--- config.mk ---
export PLATFORM = sky130hd
export DESIGN_NAME = stp_serial_port
export DESIGN_NICKNAME = d
export VERILOG_FILES = /design/src/stp_fifo.v /design/src/stp_serial_port.v
export VERILOG_INCLUDE_DIRS = /design/src
export SDC_FILE = /design/constraint.sdc
export NUM_CORES = 1
export LEC_CHECK = 0
export BUFFER_PORTS_ARGS = -buffer_cell sky130_fd_sc_hd__buf_2
export CORE_MARGIN = 4
export CORE_UTILIZATION = 55
export DETAILED_ROUTE_END_ITERATION = 7
export PLACE_DENSITY = 0.73
export SLEW_MARGIN = 10
export SYNTH_ARGS = -nofsm -noshare
export SYNTH_HDL_FRONTEND = slang
export SYNTH_SLANG_ARGS = --single-unit
--- constraint.sdc ---
create_clock -name mclk -period 3.8 [get_ports mclk]
set_input_delay 0 -clock mclk [delete_from_list [all_inputs] [get_ports mclk]]
set_output_delay 0 -clock mclk [all_outputs]
set_load 0.1 [all_outputs]
--- src/stp_defines.vh ---
// Purpose: Constants for the serial terminal port
// Assumes: 40 MHz clock
// Notes: Divisors are clock cycles per bit
`ifndef STP_DEFINES_VH
`define STP_DEFINES_VH
`define STP_CLK_HZ 40000000
`define STP_DIV_110 (`STP_CLK_HZ / 110)
`define STP_DIV_150 (`STP_CLK_HZ / 150)
`define STP_DIV_300 (`STP_CLK_HZ / 300)
`define STP_DIV_600 (`STP_CLK_HZ / 600)
`define STP_DIV_1200 (`STP_CLK_HZ / 1200)
`define STP_DIV_2400 (`STP_CLK_HZ / 2400)
`define STP_DIV_4800 (`STP_CLK_HZ / 4800)
`define STP_DIV_9600 (`STP_CLK_HZ / 9600)
`define STP_BAUD_DEFAULT 3'h7
`define STP_BAUD_600 3'h3
`define STP_STOP_1 2'h0
`define STP_STOP_15 2'h1
`define STP_STOP_2 2'h2
`define STP_DATA_BITS 4'h8
`define STP_FIFO_WIDTH 8
`define STP_FIFO_DEPTH 32
`define STP_FIFO_AW 5
`define STP_RX_MARGIN 6'h04
`endif

--- src/stp_fifo.v ---
// Purpose: Synchronous FIFO with valid and ready on both sides
// Assumes: One clock, clock enable freezes state
// Notes: Depth must be a power of two
`timescale 1ns/1ps
`default_nettype none
module stp_fifo #(
    parameter WIDTH = 8,
    parameter DEPTH = 32,
    parameter AW = 5
) (
    input wire mclk,
    input wire rst_n,
    input wire clkEn,
    input wire [WIDTH-1:0] inData,
    input wire inValid,
    output wire inReady,
    output wire [WIDTH-1:0] outData,
    output wire outValid,
    input wire outReady,
    output reg [AW:0] level
);
    reg [WIDTH-1:0] mem [0:DEPTH-1];
    reg [AW-1:0] wrPtr;
    reg [AW-1:0] rdPtr;
    wire doWr;
    wire doRd;
    assign inReady = (level != DEPTH[AW:0]);
    assign outValid = (level != {(AW+1){1'b0}});
    assign outData = mem[rdPtr];
    assign doWr = clkEn && inValid && inReady;
    assign doRd = clkEn && outValid && outReady;
    always @(posedge mclk) begin
        if (doWr) begin
            mem[wrPtr] <= inData;
        end
    end
    always @(posedge mclk or negedge rst_n) begin
        if (!rst_n) begin
            wrPtr <= {AW{1'b0}};
            rdPtr <= {AW{1'b0}};
            level <= {(AW+1){1'b0}};
        end else begin
            if (doWr) begin
                wrPtr <= wrPtr + 1'b1;
            end
            if (doRd) begin
                rdPtr <= rdPtr + 1'b1;
            end
            if (doWr && !doRd) begin
                level <= level + 1'b1;
            end else if (doRd && !doWr) begin
                level <= level - 1'b1;
            end
        end
    end
endmodule
`default_nettype wire

--- src/stp_serial_port.v ---
// Purpose: Serial terminal port, 8 data bits, no parity, 1, 1.5 or 2 stop bits, with DTR/DSR handshake
// Assumes: Inputs synchronous to mclk; user side via valid/ready
// Notes: Receive data passes a 32 word FIFO
`timescale 1ns/1ps
`default_nettype none
`include "stp_defines.vh"
module stp_serial_port (
    input wire mclk,
    input wire rst_n,
    input wire clkEn,
    input wire loopMode,
    input wire [2:0] baudSel,
    input wire [1:0] stopSel,
    input wire [2:0] baudCap,
    input wire rxLine,
    input wire peerReady,
    input wire clearToSend,
    output reg txLine,
    output reg termReady,
    output reg reqToSend,
    output reg reqToSendOe_n,
    input wire [7:0] txData,
    input wire txValid,
    output reg txReady,
    output reg [7:0] rxData,
    output reg rxValid,
    input wire rxTake,
    output reg rxOverrun
);
    localparam S_IDLE = 2'h0;
    localparam S_START = 2'h1;
    localparam S_DATA = 2'h2;
    localparam S_STOP = 2'h3;

    function [19:0] bitDiv;
        input [2:0] sel;
        reg [31:0] full;
        begin
            case (sel)
                3'h0: full = `STP_DIV_110;
                3'h1: full = `STP_DIV_150;
                3'h2: full = `STP_DIV_300;
                3'h3: full = `STP_DIV_600;
                3'h4: full = `STP_DIV_1200;
                3'h5: full = `STP_DIV_2400;
                3'h6: full = `STP_DIV_4800;
                default: full = `STP_DIV_9600;
            endcase
            bitDiv = full[19:0];
        end
    endfunction

    function cntDone;
        input [19:0] cnt;
        input [19:0] lim;
        begin
            cntDone = (cnt == lim - 20'h00001);
        end
    endfunction

    function [2:0] capRate;
        input [2:0] sel;
        input [2:0] cap;
        begin
            capRate = (sel > cap) ? cap : sel;
        end
    endfunction

    wire [2:0] effBaud;
    assign effBaud = capRate(baudSel, baudCap);
    wire [19:0] div;
    assign div = bitDiv(effBaud);
    wire [19:0] halfDiv;
    assign halfDiv = {1'b0, div[19:1]};
    wire [19:0] stopLen;
    assign stopLen = (stopSel == `STP_STOP_15) ? (div + halfDiv) :
                     (stopSel == `STP_STOP_2) ? {div[18:0], 1'b0} : div;
    // handshake only at 600 and above
    wire hwHs;
    assign hwHs = (effBaud >= `STP_BAUD_600);

    // Transmitter
    reg [1:0] txState;
    reg [19:0] txCnt;
    reg [2:0] txBit;
    reg [7:0] txShift;
    reg [19:0] txDiv;
    reg [19:0] txStopLen;
    always @(posedge mclk or negedge rst_n) begin
        if (!rst_n) begin
            txState <= S_IDLE;
            txCnt <= 20'h00000;
            txBit <= 3'h0;
            txShift <= 8'h00;
            txDiv <= 20'h00000;
            txStopLen <= 20'h00000;
            txLine <= 1'b1;
            txReady <= 1'b0;
        end else if (clkEn) begin
            case (txState)
                S_IDLE: begin
                    txLine <= 1'b1;
                    if (txValid && txReady) begin
                        txShift <= txData;
                        txDiv <= div;
                        txStopLen <= stopLen;
                        txReady <= 1'b0;
                        txLine <= 1'b0;
                        txCnt <= 20'h00000;
                        txState <= S_START;
                    end else begin
                        txReady <= (!hwHs || peerReady);
                    end
                end
                S_START: begin
                    if (cntDone(txCnt, txDiv)) begin
                        txCnt <= 20'h00000;
                        txLine <= txShift[0];
                        txBit <= 3'h0;
                        txState <= S_DATA;
                    end else begin
                        txCnt <= txCnt + 20'h00001;
                    end
                end
                S_DATA: begin
                    if (cntDone(txCnt, txDiv)) begin
                        txCnt <= 20'h00000;
                        if (txBit == 3'h7) begin
                            txLine <= 1'b1;
                            txState <= S_STOP;
                        end else begin
                            txBit <= txBit + 3'h1;
                            txShift <= {1'b0, txShift[7:1]};
                            txLine <= txShift[1];
                        end
                    end else begin
                        txCnt <= txCnt + 20'h00001;
                    end
                end
                S_STOP: begin
                    if (txCnt >= txStopLen - 20'h00001) begin
                        txCnt <= 20'h00000;
                        txState <= S_IDLE;
                    end else begin
                        txCnt <= txCnt + 20'h00001;
                    end
                end
                default: begin
                    txState <= S_IDLE;
                end
            endcase
        end
    end

    // Receiver
    reg [1:0] rxState;
    reg [19:0] rxCnt;
    reg [2:0] rxBit;
    reg [7:0] rxShift;
    reg [19:0] rxDiv;
    reg rxPush;
    reg [7:0] rxWord;
    wire fifoInReady;
    wire [7:0] fifoOutData;
    wire fifoOutValid;
    wire [5:0] fifoLevel;
    always @(posedge mclk or negedge rst_n) begin
        if (!rst_n) begin
            rxState <= S_IDLE;
            rxCnt <= 20'h00000;
            rxBit <= 3'h0;
            rxShift <= 8'h00;
            rxDiv <= 20'h00000;
            rxPush <= 1'b0;
            rxWord <= 8'h00;
            rxOverrun <= 1'b0;
        end else if (clkEn) begin
            rxPush <= 1'b0;
            case (rxState)
                S_IDLE: begin
                    if (!rxLine) begin
                        rxCnt <= 20'h00000;
                        rxDiv <= div;
                        rxState <= S_START;
                    end
                end
                S_START: begin
                    if (cntDone(rxCnt, {1'b0, rxDiv[19:1]})) begin
                        rxCnt <= 20'h00000;
                        rxBit <= 3'h0;
                        rxState <= rxLine ? S_IDLE : S_DATA;
                    end else begin
                        rxCnt <= rxCnt + 20'h00001;
                    end
                end
                S_DATA: begin
                    if (cntDone(rxCnt, rxDiv)) begin
                        rxCnt <= 20'h00000;
                        rxShift <= {rxLine, rxShift[7:1]};
                        rxBit <= rxBit + 3'h1;
                        if (rxBit == 3'h7) begin
                            rxState <= S_STOP;
                        end
                    end else begin
                        rxCnt <= rxCnt + 20'h00001;
                    end
                end
                S_STOP: begin
                    if (cntDone(rxCnt, rxDiv)) begin
                        rxCnt <= 20'h00000;
                        rxState <= S_IDLE;
                        if (rxLine) begin
                            if (fifoInReady) begin
                                rxWord <= rxShift;
                                rxPush <= 1'b1;
                            end else begin
                                rxOverrun <= 1'b1;
                            end
                        end
                    end else begin
                        rxCnt <= rxCnt + 20'h00001;
                    end
                end
                default: begin
                    rxState <= S_IDLE;
                end
            endcase
        end
    end

    wire popFifo = fifoOutValid && (!rxValid || rxTake);

    stp_fifo #(
        .WIDTH(`STP_FIFO_WIDTH),
        .DEPTH(`STP_FIFO_DEPTH),
        .AW(`STP_FIFO_AW)
    ) rxFifo (
        .mclk(mclk),
        .rst_n(rst_n),
        .clkEn(clkEn),
        .inData(rxWord),
        .inValid(rxPush),
        .inReady(fifoInReady),
        .outData(fifoOutData),
        .outValid(fifoOutValid),
        .outReady(popFifo),
        .level(fifoLevel)
    );

    // Receive handshake towards the user side
    always @(posedge mclk or negedge rst_n) begin
        if (!rst_n) begin
            rxData <= 8'h00;
            rxValid <= 1'b0;
        end else if (clkEn) begin
            if (popFifo) begin
                rxData <= fifoOutData;
                rxValid <= 1'b1;
            end else if (rxTake) begin
                rxValid <= 1'b0;
            end
        end
    end

    // Highest level at which ready may still stand
    wire [5:0] rxLimit;
    assign rxLimit = 6'h20 - `STP_RX_MARGIN;

    // Handshake pins
    always @(posedge mclk or negedge rst_n) begin
        if (!rst_n) begin
            termReady <= 1'b0;
            reqToSend <= 1'b0;
            reqToSendOe_n <= 1'b1;
        end else if (clkEn) begin
            termReady <= !hwHs || (fifoLevel <= rxLimit);
            reqToSend <= !loopMode;
            reqToSendOe_n <= loopMode;
        end
    end
endmodule
`default_nettype wire

==> run summary, run 1 <==
======================================================================================
Post-synthesis cell area                                                    21900 um^2
Number of top-level pins                                                            40
Final hold violation count                                                           0
Post-synthesis async set-or-reset flop share                                     38.8%
Core Area                                                                   39000 um^2
TritonCTS Buffers                                                                   42
Maxcap violations                                                                    0
Tightest Pin Transition                                                        1.14 ns
Die extent in y                                                                 207 um
Type of the most critical hold path                                       input port to flip-flop
Wire length of the first global-routing pass                                   83.8 mm
Final Max Tran Viols                                                                 0
Clock skew                                                                   0.0103 ns
Number of distinct standard cells referenced by the synthesized netlist             85
Portion of total power attributed to the clock network                           30.8%
Clock tree from TritonCTS                                                         done
Setup violators final                                                                0
Via density                                                                       6.07
Setup crit end kind                                                          flip-flop
Remaining design rule violation count                                                0
Antenna cell count                                                                   0
Number of antenna-violating nets in the routed design                                0
Setup slack after layout                                                      0.199 ns
Final Critical Period                                                          3.60 ns
Share of layout cells above drive strength 1                                     19.8%
Number of detailed-routing iterations run before antenna repair                      6
Portion of the post-synthesis area used by sequential elements                   53.7%
Clk slew on worst S/H paths                                                    0.06 ns
RSZ-0062 raised after global routing                                              true
Flip-flop cell with the highest count after synthesis                     sky130_fd_sc_hd__edfxtp_1
Arr. time, crit path                                                           4.06 ns
Synthesis-to-finish area growth                                                  14.0%
# port buffers                                                                      38
Routed WL per cell                                                             20.7 um
HPWL Detailed                                                                  35.8 mm
Initial core utilization                                                         56.0%
Setup Crit Path Kind                                                      flip-flop to flip-flop
Final wirelength                                                               51.5 mm
Switching part of the total power                                                31.9%
Reported net switching power                                                   4.12 mW
Worst slack, placed                                                          -0.151 ns
Total congestion overflow                                                            0
Power share of the sequential group                                              41.7%
Initial antenna violation count                                                      0
Leakage                                                                        10.2 nW
Post-Synthesis Mean Instance Area                                            12.0 um^2
Register bit count reported by yosys                                               418
Total number of nets in the final design                                          2032
Run status                                                                finished, final reports clean
Power share of the combinational group                                           27.5%
Placer Congestion                                                                0.911
Overall via count from detail_route                                              15101
Peak Freq                                                                      278 MHz
Clock network latency to the later pin of the worst-skew pair                  0.55 ns
Level count of the clock H-tree                                                      2
1st-iter DRT viols                                                                1289
Synth Net Count                                                                   1918
Power Internal                                                                 8.79 mW
Die span in x                                                                   207 um
Startpoint Class                                                             flip-flop
Post-Syn Instances                                                                1822
Max FO, Critical Path                                                                9
Worst slew margin                                                                24.1%
Fin crit share                                                                   94.8%
Tot GR Track Use                                                                 23.8%
Worst vdd rail ir drop                                                      0.000418 V
Required time of the worst setup path                                          4.26 ns
Clock tree sinks                                                                   418
Root buf cell                                                             sky130_fd_sc_hd__clkbuf_16
Vias in the first global route                                                   15184
Clock Tree Buf Depth                                                                 3
Number of warnings reported in the yosys synthesis log                               0
Number of rows in the core area                                                     72
Floorplan die area                                                          43000 um^2
Power, Total                                                                   12.9 mW
Pwr Density                                                                519 nW/um^2
Pin count of the biggest net entering global routing                               163
EDFF count, synth                                                                  256
======================================================================================
[state kept, by name, indices dropped and copies added (netlist names), 2 cells and up, named ones only]
register and cells:
rxFifo.mem 256, rxCnt 20, txCnt 20, txStopLen 20, rxDiv 18, txDiv 18, rxData 8, rxShift 8
rxWord 8, txShift 8, rxFifo.level 6, rxFifo.rdPtr 5, rxFifo.wrPtr 5, rxBit 3, txBit 3, txState 2
[what timing repair did]
item                                    CTS  global route
endpoints found under the setup margin    7            43
gates cloned                              0             2
hold endpoints to repair                182             0
hold buffers                             17             0
gates resized for setup                   3            21
buffers inserted                          0             2
pin swaps                                 0             8
[path summary, 6_finish.rpt]
kind | start | endpoint | slack (ns) | cells after the start
worst min-delay path | baudCap[0] | rxDiv[1] | 0.08 | 5
min in group asynchronous | rst_n | rxData[6] | 0.12 | 3
max in group asynchronous | rst_n | rxFifo.rdPtr[0] | 2.79 | 3
worst max register to register | txStopLen[4] | txCnt[4] | 0.20 | 15
worst min register to register | rxPush | rxPush | 0.47 | 1
worst max-delay path | txStopLen[4] | txCnt[4] | 0.20 | 15
[worst max-delay path: stages (launching register included)]
cell                        delay (ns)
sky130_fd_sc_hd__dfrtp_1          0.38
sky130_fd_sc_hd__or4_4            0.55
sky130_fd_sc_hd__nor2_4           0.12
sky130_fd_sc_hd__buf_6            0.12
sky130_fd_sc_hd__nand4_1          0.11
sky130_fd_sc_hd__nor4_1           0.27
sky130_fd_sc_hd__xnor2_1          0.20
sky130_fd_sc_hd__ha_1             0.29
sky130_fd_sc_hd__a21o_1           0.20
sky130_fd_sc_hd__a2111oi_2        0.35
sky130_fd_sc_hd__buf_4            0.17
sky130_fd_sc_hd__a22o_1           0.17
sky130_fd_sc_hd__buf_6            0.15
sky130_fd_sc_hd__nand3_2          0.10
sky130_fd_sc_hd__buf_6            0.19
sky130_fd_sc_hd__o22ai_1          0.16
[layout make-up]
type,instances,area (um^2)
clock buffer,61,1150
tap,518,648
clock inverter,16,159
sequential,418,11700
timing repair buffer,169,1270
multi-input combinational,1224,9620
inverter,81,305
fill,2931,14100
[metal layers]
metal | vias to the layer above | part of all wire, % | wire length, um | track usage [%]
met1 | 7501 | 41 | 21400 | 31.8
li1 | 7093 | - | - | -
met2 | 414 | 51 | 26200 | 41.7
met5 | - | 0 | 0 | 0
met3 | 93 | 4.5 | 2300 | 2.83
met4 | 0 | 3.2 | 1630 | 6.66
[layout by cell type, fill, tap and decap left out, types with 9 or more instances in the layout]
cell type,count
sky130_fd_sc_hd__buf_2,37
sky130_fd_sc_hd__nor4_1,24
sky130_fd_sc_hd__nand2b_1,9
sky130_fd_sc_hd__nor2_1,105
sky130_fd_sc_hd__mux4_2,81
sky130_fd_sc_hd__nand2_1,159
sky130_fd_sc_hd__dlygate4sd3_1,17
sky130_fd_sc_hd__nand4_1,26
sky130_fd_sc_hd__and3_1,22
sky130_fd_sc_hd__inv_1,80
sky130_fd_sc_hd__clkbuf_1,17
sky130_fd_sc_hd__buf_4,108
sky130_fd_sc_hd__nand3_1,46
sky130_fd_sc_hd__ha_1,64
sky130_fd_sc_hd__xnor2_1,71
sky130_fd_sc_hd__a31oi_1,39
sky130_fd_sc_hd__o22ai_1,18
sky130_fd_sc_hd__a21o_1,32
sky130_fd_sc_hd__mux2_2,34
sky130_fd_sc_hd__o211ai_1,14
sky130_fd_sc_hd__o21ai_0,127
sky130_fd_sc_hd__mux2i_1,22
sky130_fd_sc_hd__dfrtp_1,158
sky130_fd_sc_hd__clkbuf_16,43
sky130_fd_sc_hd__edfxtp_1,256
sky130_fd_sc_hd__xor2_1,39
sky130_fd_sc_hd__nor3b_1,16
sky130_fd_sc_hd__nor3_1,36
sky130_fd_sc_hd__a21oi_1,53
[synth_stat cells (8+ instances only)]
master | number | area (um^2)
sky130_fd_sc_hd__inv_1 | 80 | 300
sky130_fd_sc_hd__nor4_1 | 26 | 163
sky130_fd_sc_hd__nand4_1 | 26 | 163
sky130_fd_sc_hd__xnor2_1 | 71 | 622
sky130_fd_sc_hd__a21o_1 | 32 | 240
sky130_fd_sc_hd__mux4_2 | 81 | 1820
sky130_fd_sc_hd__clkbuf_1 | 74 | 278
sky130_fd_sc_hd__mux2_2 | 34 | 383
sky130_fd_sc_hd__o21ai_0 | 130 | 651
sky130_fd_sc_hd__mux2i_1 | 22 | 220
sky130_fd_sc_hd__and3_1 | 22 | 138
sky130_fd_sc_hd__o211ai_1 | 14 | 105
sky130_fd_sc_hd__nand3_1 | 48 | 240
sky130_fd_sc_hd__nand2b_1 | 9 | 56.3
sky130_fd_sc_hd__nand2_1 | 160 | 601
sky130_fd_sc_hd__a21oi_1 | 58 | 290
sky130_fd_sc_hd__buf_1 | 15 | 56.3
sky130_fd_sc_hd__dfrtp_1 | 160 | 4000
sky130_fd_sc_hd__ha_1 | 69 | 863
sky130_fd_sc_hd__xor2_1 | 39 | 342
sky130_fd_sc_hd__nor3b_1 | 16 | 120
sky130_fd_sc_hd__o22ai_1 | 19 | 119
sky130_fd_sc_hd__edfxtp_1 | 256 | 7690
sky130_fd_sc_hd__nor2_1 | 107 | 402
sky130_fd_sc_hd__nand3b_1 | 8 | 60.1
sky130_fd_sc_hd__or4_1 | 9 | 67.6
sky130_fd_sc_hd__a31oi_1 | 39 | 244
sky130_fd_sc_hd__nor3_1 | 37 | 185
sky130_fd_sc_hd__nor2b_1 | 8 | 50.1
[stage by stage]
stage                     instances  instance area, um^2  hold slack [ns]  setup TNS, ns  utilization, %
after floorplan                1822                22000           -0.296              0               -
after global placement         2389                23300            0.190        -0.0784            59.7
after global routing           2487                24900            0.154         -0.111            63.8
final                          2487                24900           0.0761              0            63.8
after CTS                      2483                24800           0.0694              0            63.5
after detailed placement       2389                23300            0.216         -0.784            59.7
[cell families (layout without fill, tap and decap cells)]
logic type                 after synthesis  in the layout  synth area share, %
AOI/OAI and AO/OA                      373            374                 10.8
xor gates and xnor gates               110            110                 4.41
adders and majority gates               71             71                 4.13
buffers and inverters                  181            327                 3.34
DFF                                    418            418                 53.7
muxes                                  142            142                 11.4
and+or+nand+nor                        527            527                 12.2
[power groups by stage]
stage | registers [mW] | clock network (mW) | logic, mW
finish | 5.39 | 3.98 | 3.55
detailed placement | 5.47 | 0 | 3.51
floorplan | 5.48 | 0 | 2.47
CTS | 5.38 | 4.04 | 3.56
global route | 5.42 | 4.25 | 3.86
global placement | 5.45 | 0 | 3.44
(Power assumes the default switching activity.)
==> inputs of run 2 (changes only) <==
--- a/config.mk
+++ b/config.mk
@@ -8,9 +8,9 @@
 export LEC_CHECK = 0
 export BUFFER_PORTS_ARGS = -buffer_cell sky130_fd_sc_hd__buf_2
 export CORE_MARGIN = 4
-export CORE_UTILIZATION = 55
+export CORE_UTILIZATION = 42
 export DETAILED_ROUTE_END_ITERATION = 7
-export PLACE_DENSITY = 0.73
+export PLACE_DENSITY = 0.58
 export SLEW_MARGIN = 10
 export SYNTH_ARGS = -nofsm -noshare
 export SYNTH_HDL_FRONTEND = slang
==> run 2 against run 1 <==
Effect of this change:
- the run now ends with hold timing left
- die area grew 30%
- final cell count grew 6.8%
- critical path depth shrank 4
- sequential cell count is the same
- sequential share of layout area shrank 0.65 points
- via count shrank 0.58%
- count of clock-buffer cells in the layout shrank 7
- first-iteration DRC count shrank 4.9%
- largest cell class unchanged
- highest routed layer unchanged
==> run summary, run 2 (synthesis results as in run 1) <==
==============================================================================
Setup slack after layout                                              0.202 ns   +0.00356 ns
Most common library cell in the layout ignoring fill and taps     sky130_fd_sc_hd__edfxtp_1
Arr. time, crit path                                                   4.07 ns   about the same
Routed WL per cell                                                     19.8 um   -4.5%
Maxcap violations                                                            0   unchanged
Failing checks                                                     hold timing
Final hold violation count                                                   1   +1
Reported net switching power                                           4.19 mW   +1.5%
Number of top-level pins                                                    40   unchanged
Final Max Tran Viols                                                         0   unchanged
Total congestion overflow                                                    0   unchanged
Number of detailed-routing iterations run before antenna repair              5   -1
Number of cells on the worst reg-to-reg path                                11   -4
Required time of the worst setup path                                  4.27 ns   about the same
Max reg flops                                                              256   unchanged
Leakage                                                                10.3 nW   +0.77%
Wire length of the first global-routing pass                           84.5 mm   +0.87%
Core Area                                                           51400 um^2   +32%
Worst slack, placed                                                  -0.181 ns   -0.0299 ns
Type of the most critical hold path                               input port to flip-flop
Startpoint Class                                                     flip-flop
Placed instance area                                                23500 um^2   +1.1%
Endpoint of the worst hold-timing path                                rxDiv[1]
Clock network latency to the later pin of the worst-skew pair          0.57 ns   +0.02 ns
Pin count of the biggest net entering global routing                       106   -35%
Remaining design rule violation count                                        0   unchanged
Worst Hold Depth                                                             4   -1
Switching part of the total power                                        31.6%   -0.32 points
Launch instance of the worst register-to-register path                rxDiv[1]
Total number of nets in the final design                                  2037   +0.25%
Level count of the clock H-tree                                              2   unchanged
Worst slew margin                                                        21.5%   -2.6 points
Finished layout cell area                                           25200 um^2   +1.4%
Initial core utilization                                                 42.5%   -14 points
Pwr Density                                                        525 nW/um^2   +1.2%
TritonCTS Buffers                                                           44   +4.8%
Worst-case hold slack                                              -0.00897 ns   -0.0851 ns
Setup Crit Path Kind                                              flip-flop to flip-flop
Min-Delay Startpoint                                                baudSel[0]
Via density                                                               5.65   -6.9%
Number of antenna-violating nets in the routed design                        0   unchanged
Root buf cell                                                     sky130_fd_sc_hd__clkbuf_16
Setup violators final                                                        0   unchanged
Tightest Pin Transition                                                1.18 ns   +0.0388 ns
Peak Freq                                                              278 MHz   about the same
# port buffers                                                              38   unchanged
RSZ-0062 raised after global routing                                     false
Placer Congestion                                                        0.905   -0.72%
Die extent in y                                                         236 um   +14%
Power share of the sequential group                                      41.0%   -0.7 points
Portion of total power attributed to the clock network                   32.3%   +1.5 points
Power share of the combinational group                                   26.6%   -0.9 points
1st-iter DRT viols                                                        1226   -4.9%
Run status                                                        finished with violations
Max FO, Critical Path                                                        9   unchanged
Number of rows in the core area                                             83   +15%
Worst vdd rail ir drop                                              0.000358 V   -14%
Final Critical Period                                                  3.60 ns   -0.00356 ns
Share of layout cells above drive strength 1                             20.1%   +0.24 points
Clock tree sinks                                                           418   unchanged
R2r setup slk                                                          0.20 ns   about the same
End of the worst register-to-register path                          rxState[0]
Setup crit end kind                                                  flip-flop
Fin crit share                                                           94.7%   about the same
Die span in x                                                           236 um   +14%
Clock tree from TritonCTS                                                 done
Floorplan die area                                                  55700 um^2   +30%
Clock Tree Buf Depth                                                         3   unchanged
Antenna cell count                                                           0   unchanged
Register bank with the most flops                                   rxFifo.mem
Total Neg Setup Slack                                                     0 ns   unchanged
Final wirelength                                                       52.5 mm   +2.0%
Vias in the first global route                                           15008   -1.2%
Power Internal                                                         9.06 mW   +3.1%
Synthesis-to-finish area growth                                          15.6%
Clk slew on worst S/H paths                                            0.06 ns   about the same
Overall via count from detail_route                                      15013   -0.58%
Clock skew                                                           0.0178 ns   +0.00748 ns
Most frequent cells in the layout                                 sky130_fd_sc_hd__edfxtp_1, sky130_fd_sc_hd__nand2_1, sky130_fd_sc_hd__dfrtp_1
Initial antenna violation count                                              0   unchanged
Tot GR Track Use                                                         18.8%   -5.0 points
Post-layout utilization of the core                                      49.1%   -15 points
HPWL Detailed                                                          37.0 mm   +3.2%
==============================================================================
[run 2: final cells by class]
class                           instances  area (um^2)
Clock buffer                           54         1140
Clock inverter                         26          295
Fill cell                            4508        26200
Inverter                               81          305
Multi-Input combinational cell       1223         9590
Sequential cell                       418        11700
Tap cell                              680          851
Timing Repair Buffer                  173         1320
[run 2: worst max-delay path, cell delays in order, from the launching register on]
cell                       delay [ns]
sky130_fd_sc_hd__dfrtp_1         0.37
sky130_fd_sc_hd__inv_1           0.15
sky130_fd_sc_hd__ha_1            0.30
sky130_fd_sc_hd__nor3b_2         0.50
sky130_fd_sc_hd__and4_1          0.36
sky130_fd_sc_hd__and3_2          0.22
sky130_fd_sc_hd__o221ai_1        0.14
sky130_fd_sc_hd__or4_4           0.57
sky130_fd_sc_hd__nor4_4          0.18
sky130_fd_sc_hd__nand3_1         0.14
sky130_fd_sc_hd__mux4_2          0.48
sky130_fd_sc_hd__o311ai_1        0.09
[run 2: how the worst max path moves through the flow]
stage                     to  depth (start not counted)        from
2_1_floorplan  txStopLen[18]                         22  baudCap[1]
3_3_place_gp   txStopLen[15]                         20  baudCap[2]
3_5_place_dp   txStopLen[19]                         20  baudCap[2]
4_1_cts           txShift[2]                         11    txDiv[0]
5_1_grt           rxState[0]                         11    rxDiv[1]
6_report          rxState[0]                         11    rxDiv[1]
[run 2: per-layer routing]
layer / global-route usage (%) / wire [um]
met1: 25.3 / 23200
met2: 31.7 / 25600
met3: 2.26 / 2040
met4: 6.69 / 1740
met5: 0 / 0
[run 2: power by group through the flow]
stage	registers, mW	logic [mW]	clock network (mW)
after global routing	5.49	3.87	4.61
final	5.43	3.53	4.28
after floorplan	5.48	2.47	0
after CTS	5.44	3.55	4.40
after detailed placement	5.53	3.51	0
after global placement	5.52	3.48	0
[run 2: repair_timing]
action | CTS | global route
setup buffers | 0 | 1
hold buffers | 17 | 0
gates resized for setup | 0 | 17
endpoints found under the hold margin | 130 | 0
endpoints found under the setup margin | 0 | 41
[run 2: stage by stage]
| step | hold WS (ns) | power (mW) | cells |
|---|---|---|---|
| 2_1_floorplan | -0.296 | 7.96 | 1822 |
| 4_1_cts | 0.0115 | 13.4 | 2654 |
| 6_report | -0.00897 | 13.2 | 2655 |
| 3_3_place_gp | 0.182 | 9.00 | 2557 |
| 3_5_place_dp | 0.199 | 9.05 | 2557 |
| 5_1_grt | 0.0199 | 14.0 | 2655 |
==> inputs of run 3 (changes only) <==
--- a/config.mk
+++ b/config.mk
@@ -11,7 +11,7 @@
 export CORE_UTILIZATION = 42
 export DETAILED_ROUTE_END_ITERATION = 7
 export PLACE_DENSITY = 0.58
-export SLEW_MARGIN = 10
 export SYNTH_ARGS = -nofsm -noshare
 export SYNTH_HDL_FRONTEND = slang
+export SYNTH_HIERARCHICAL = 1
 export SYNTH_SLANG_ARGS = --single-unit
==> run 3 against run 2 <==
Effect of this change:
- largest cell class unchanged
- sequential power grew 11%
- highest routed layer unchanged
- utilization grew 0.16 points
- the run now ends clean
- first-iteration DRC count shrank 2.2%
- final cell count grew 2.5%
- maximum frequency shrank 2.7%
==> run summary, run 3 <==
======================================================================================
Clock Tree Buf Depth                                                                 3   unchanged
Required time of the worst setup path                                          4.28 ns   about the same
Setup crit end kind                                                          flip-flop
Number of antenna-violating nets in the routed design                                0   unchanged
HPWL Detailed                                                                  38.0 mm   +2.8%
Register bank with the most flops                                           rxFifo/mem
Reported net switching power                                                   6.42 mW   +53%
Root buf cell                                                             sky130_fd_sc_hd__clkbuf_16
Fin crit share                                                                   97.3%   +2.6 points
Number of warnings reported in the yosys synthesis log                               6   +6
Routed WL per cell                                                             20.1 um   +1.6%
Setup Crit Path Kind                                                      flip-flop to flip-flop
Tot GR Track Use                                                                 19.2%   +0.35 points
Cell type contributing the most total cell area after synthesis           sky130_fd_sc_hd__edfxtp_1
Post-Synthesis Mean Instance Area                                            11.7 um^2   -2.1%
Wire length of the first global-routing pass                                   86.5 mm   +2.3%
Number of top-level pins                                                            40   unchanged
Core Area                                                                   51600 um^2   +0.40%
Total Neg Setup Slack                                                             0 ns   unchanged
Worst slew margin                                                                9.43%   -12 points
Clock tree sinks                                                                   418   unchanged
Total number of nets in the final design                                          2101   +3.1%
Leakage                                                                        9.97 nW   -3.4%
Clock skew                                                                   0.0250 ns   +0.00723 ns
Via density                                                                       5.66   +0.14%
Initial antenna violation count                                                      0   unchanged
Maxcap violations                                                                    0   unchanged
1st-iter DRT viols                                                                1199   -2.2%
Die span in x                                                                   237 um   +0.35%
Clock network latency to the later pin of the worst-skew pair                  0.57 ns   about the same
Antenna cell count                                                                   0   unchanged
Number of rows in the core area                                                     83   unchanged
Setup violators final                                                                0   unchanged
Portion of the post-synthesis area used by sequential elements                   53.4%   -0.38 points
Portion of total power attributed to the clock network                           25.1%   -7.2 points
Placer Congestion                                                                0.900   -0.55%
Most frequent cells in the layout                                         sky130_fd_sc_hd__edfxtp_1, sky130_fd_sc_hd__dfrtp_1, sky130_fd_sc_hd__nand2_1
# port buffers                                                                      38   unchanged
Synth Net Count                                                                   1971   +2.8%
Post-synthesis async set-or-reset flop share                                     38.8%   unchanged
Overall via count from detail_route                                              15407   +2.6%
Peak Freq                                                                      270 MHz   -2.7%
Power share of the sequential group                                              34.8%   -6.2 points
Level count of the clock H-tree                                                      2   unchanged
Clock tree from TritonCTS                                                         done
Final Critical Period                                                          3.70 ns   +0.0992 ns
Post-synthesis cell area                                                    22000 um^2   +0.72%
Worst vdd rail ir drop                                                      0.000324 V   -9.7%
Power, Total                                                                   17.3 mW   +31%
Most common library cell in the layout ignoring fill and taps             sky130_fd_sc_hd__edfxtp_1
Power Internal                                                                 10.9 mW   +20%
Max FO, Critical Path                                                                5   -4
Flip-flop cell with the highest count after synthesis                     sky130_fd_sc_hd__edfxtp_1
Power share of the combinational group                                           40.1%   +14 points
Leading post-synthesis cells by cell area                                 sky130_fd_sc_hd__edfxtp_1, sky130_fd_sc_hd__dfrtp_1, sky130_fd_sc_hd__mux4_2
Switching part of the total power                                                37.1%   +5.4 points
Die extent in y                                                                 237 um   +0.35%
Share of the synthesized area in the top cell type                               34.9%   -0.25 points
Floorplan die area                                                          56100 um^2   +0.70%
Synth top cells by count                                                  sky130_fd_sc_hd__edfxtp_1, sky130_fd_sc_hd__dfrtp_1, sky130_fd_sc_hd__nand2_1
Clk slew on worst S/H paths                                                    0.06 ns   about the same
Post-Syn Instances                                                                1874   +2.9%
Max reg flops                                                                      256   unchanged
Final Max Tran Viols                                                                 0   unchanged
Type of the most critical hold path                                       input port to asynchronous set/reset pin
Pin count of the biggest net entering global routing                                79   -25%
Most common cell in the synthesized netlist                               sky130_fd_sc_hd__edfxtp_1
Number of distinct standard cells referenced by the synthesized netlist             90   +5.9%
Vias in the first global route                                                   15404   +2.6%
Synthesis-to-finish area growth                                                  15.6%   about the same
Final hold violation count                                                           0   -1
Initial core utilization                                                         42.6%   +0.13 points
Final wirelength                                                               54.7 mm   +4.1%
Remaining design rule violation count                                                0   unchanged
EDFF count, synth                                                                  256   unchanged
Pwr Density                                                                681 nW/um^2   +30%
Startpoint Class                                                             flip-flop
Number of detailed-routing iterations run before antenna repair                      5   unchanged
Arr. time, crit path                                                           4.17 ns   +0.10 ns
Register bit count reported by yosys                                               418   unchanged
Total congestion overflow                                                            0   unchanged
Share of layout cells above drive strength 1                                     19.1%   -0.94 points
TritonCTS Buffers                                                                   45   +2.3%
Tightest Pin Transition                                                        1.36 ns   +0.181 ns
Run status                                                                finished, final reports clean
RSZ-0062 raised after global routing                                              true
======================================================================================
## run 3: changes by cell type in the layout (fill, tap and decap cells not counted), moves of 17 or more
cell and delta:
sky130_fd_sc_hd__a31oi_1 -22, sky130_fd_sc_hd__o21ai_0 -32, sky130_fd_sc_hd__a21oi_1 +19, sky130_fd_sc_hd__mux2i_1 +39, sky130_fd_sc_hd__nand3_1 +21, sky130_fd_sc_hd__buf_4 +17
sky130_fd_sc_hd__mux4_2 -31, sky130_fd_sc_hd__a21o_1 -20
## run 3: repair_timing
item,4_1_cts,5_1_grt
hold endpoints to repair,100,0
gates resized for setup,5,17
cloned,0,1
hold buffers,18,0
setup buffers,0,3
setup endpoints to repair,19,29
pin swaps,0,4
## run 3: cells by family (layout without fill, tap and decap cells)
family	after synthesis	after routing	share of synthesized area (%)
flops	418	418	53.4
fa+ha+maj	72	72	4.16
buf+inv	181	348	3.57
mux	157	157	10.4
xor+xnor	110	110	4.38
compound gates	389	389	11.7
simple gates	547	547	12.5
## run 3: power by group through the flow
stage               clock network, mW  logic (mW)  registers (mW)
floorplan                           0        4.70            6.16
global placement                    0        6.67            6.07
detailed placement                  0        6.76            6.10
CTS                              4.47        6.82            6.02
global route                     4.65        7.62            6.12
finish                           4.35        6.94            6.02
## run 3: per-stage QoR
step                cells  instance area (um^2)  hold slack, ns  util [%]  setup WS, ns
finish               2721                 25400          0.0631      49.3         0.103
CTS                  2717                 25300          0.0798      49.1       0.00783
detailed placement   2615                 23700           0.124      45.8        -0.210
global route         2721                 25400           0.124      49.3       -0.0704
global placement     2615                 23700           0.116      45.8        -0.112
floorplan            1874                 22100          -0.296         -       0.00750
## run 3: critical path: stages (launching register included)
cell	delay (ns)
sky130_fd_sc_hd__dfrtp_1	0.41
sky130_fd_sc_hd__nor4_4	0.29
sky130_fd_sc_hd__nand2_1	0.11
sky130_fd_sc_hd__or4_4	0.45
sky130_fd_sc_hd__inv_2	0.07
sky130_fd_sc_hd__nand2_2	0.06
sky130_fd_sc_hd__xor2_1	0.16
sky130_fd_sc_hd__ha_1	0.30
sky130_fd_sc_hd__a21o_1	0.17
sky130_fd_sc_hd__a21o_1	0.17
sky130_fd_sc_hd__a211o_1	0.30
sky130_fd_sc_hd__a221oi_2	0.24
sky130_fd_sc_hd__o21ai_1	0.12
sky130_fd_sc_hd__or2_4	0.27
sky130_fd_sc_hd__o21ai_4	0.10
sky130_fd_sc_hd__buf_12	0.15
sky130_fd_sc_hd__a21oi_1	0.06
sky130_fd_sc_hd__o22ai_1	0.19
## run 3: worst paths after layout
| kind | from | slack [ns] | to | cells after the start |
|---|---|---|---|---|
| setup / recovery | txStopLen[2] | 0.10 | txCnt[10] | 17 |
| hold / removal | rst_n | 0.06 | txStopLen[5] | 2 |
| setup reg to reg | txStopLen[2] | 0.10 | txCnt[10] | 17 |
| hold reg to reg | reqToSend | 0.48 | reqToSend | 2 |
| max in group asynchronous | rst_n | 2.80 | rxDiv[4] | 3 |
| min in group mclk | baudCap[2] | 0.13 | rxDiv[18] | 6 |
## run 3: final cells by class
cell class / count / area, um^2
clock buffer: 65 / 1290
clock inverter: 19 / 183
fill: 4561 / 26200
inverter: 74 / 283
multi-input combinational: 1275 / 9610
sequential: 418 / 11700
tap: 680 / 851
timing repair buffer: 190 / 1460
## run 3: routing by layer
| metal | routed length [um] | vias up | global-route usage (%) |
|---|---|---|---|
| met5 | 0 | - | 0 |
| met4 | 1870 | 0 | 6.95 |
| met3 | 1910 | 100 | 2.05 |
| met2 | 26800 | 336 | 32.4 |
| met1 | 24100 | 7668 | 25.7 |
| li1 | - | 7303 | - |
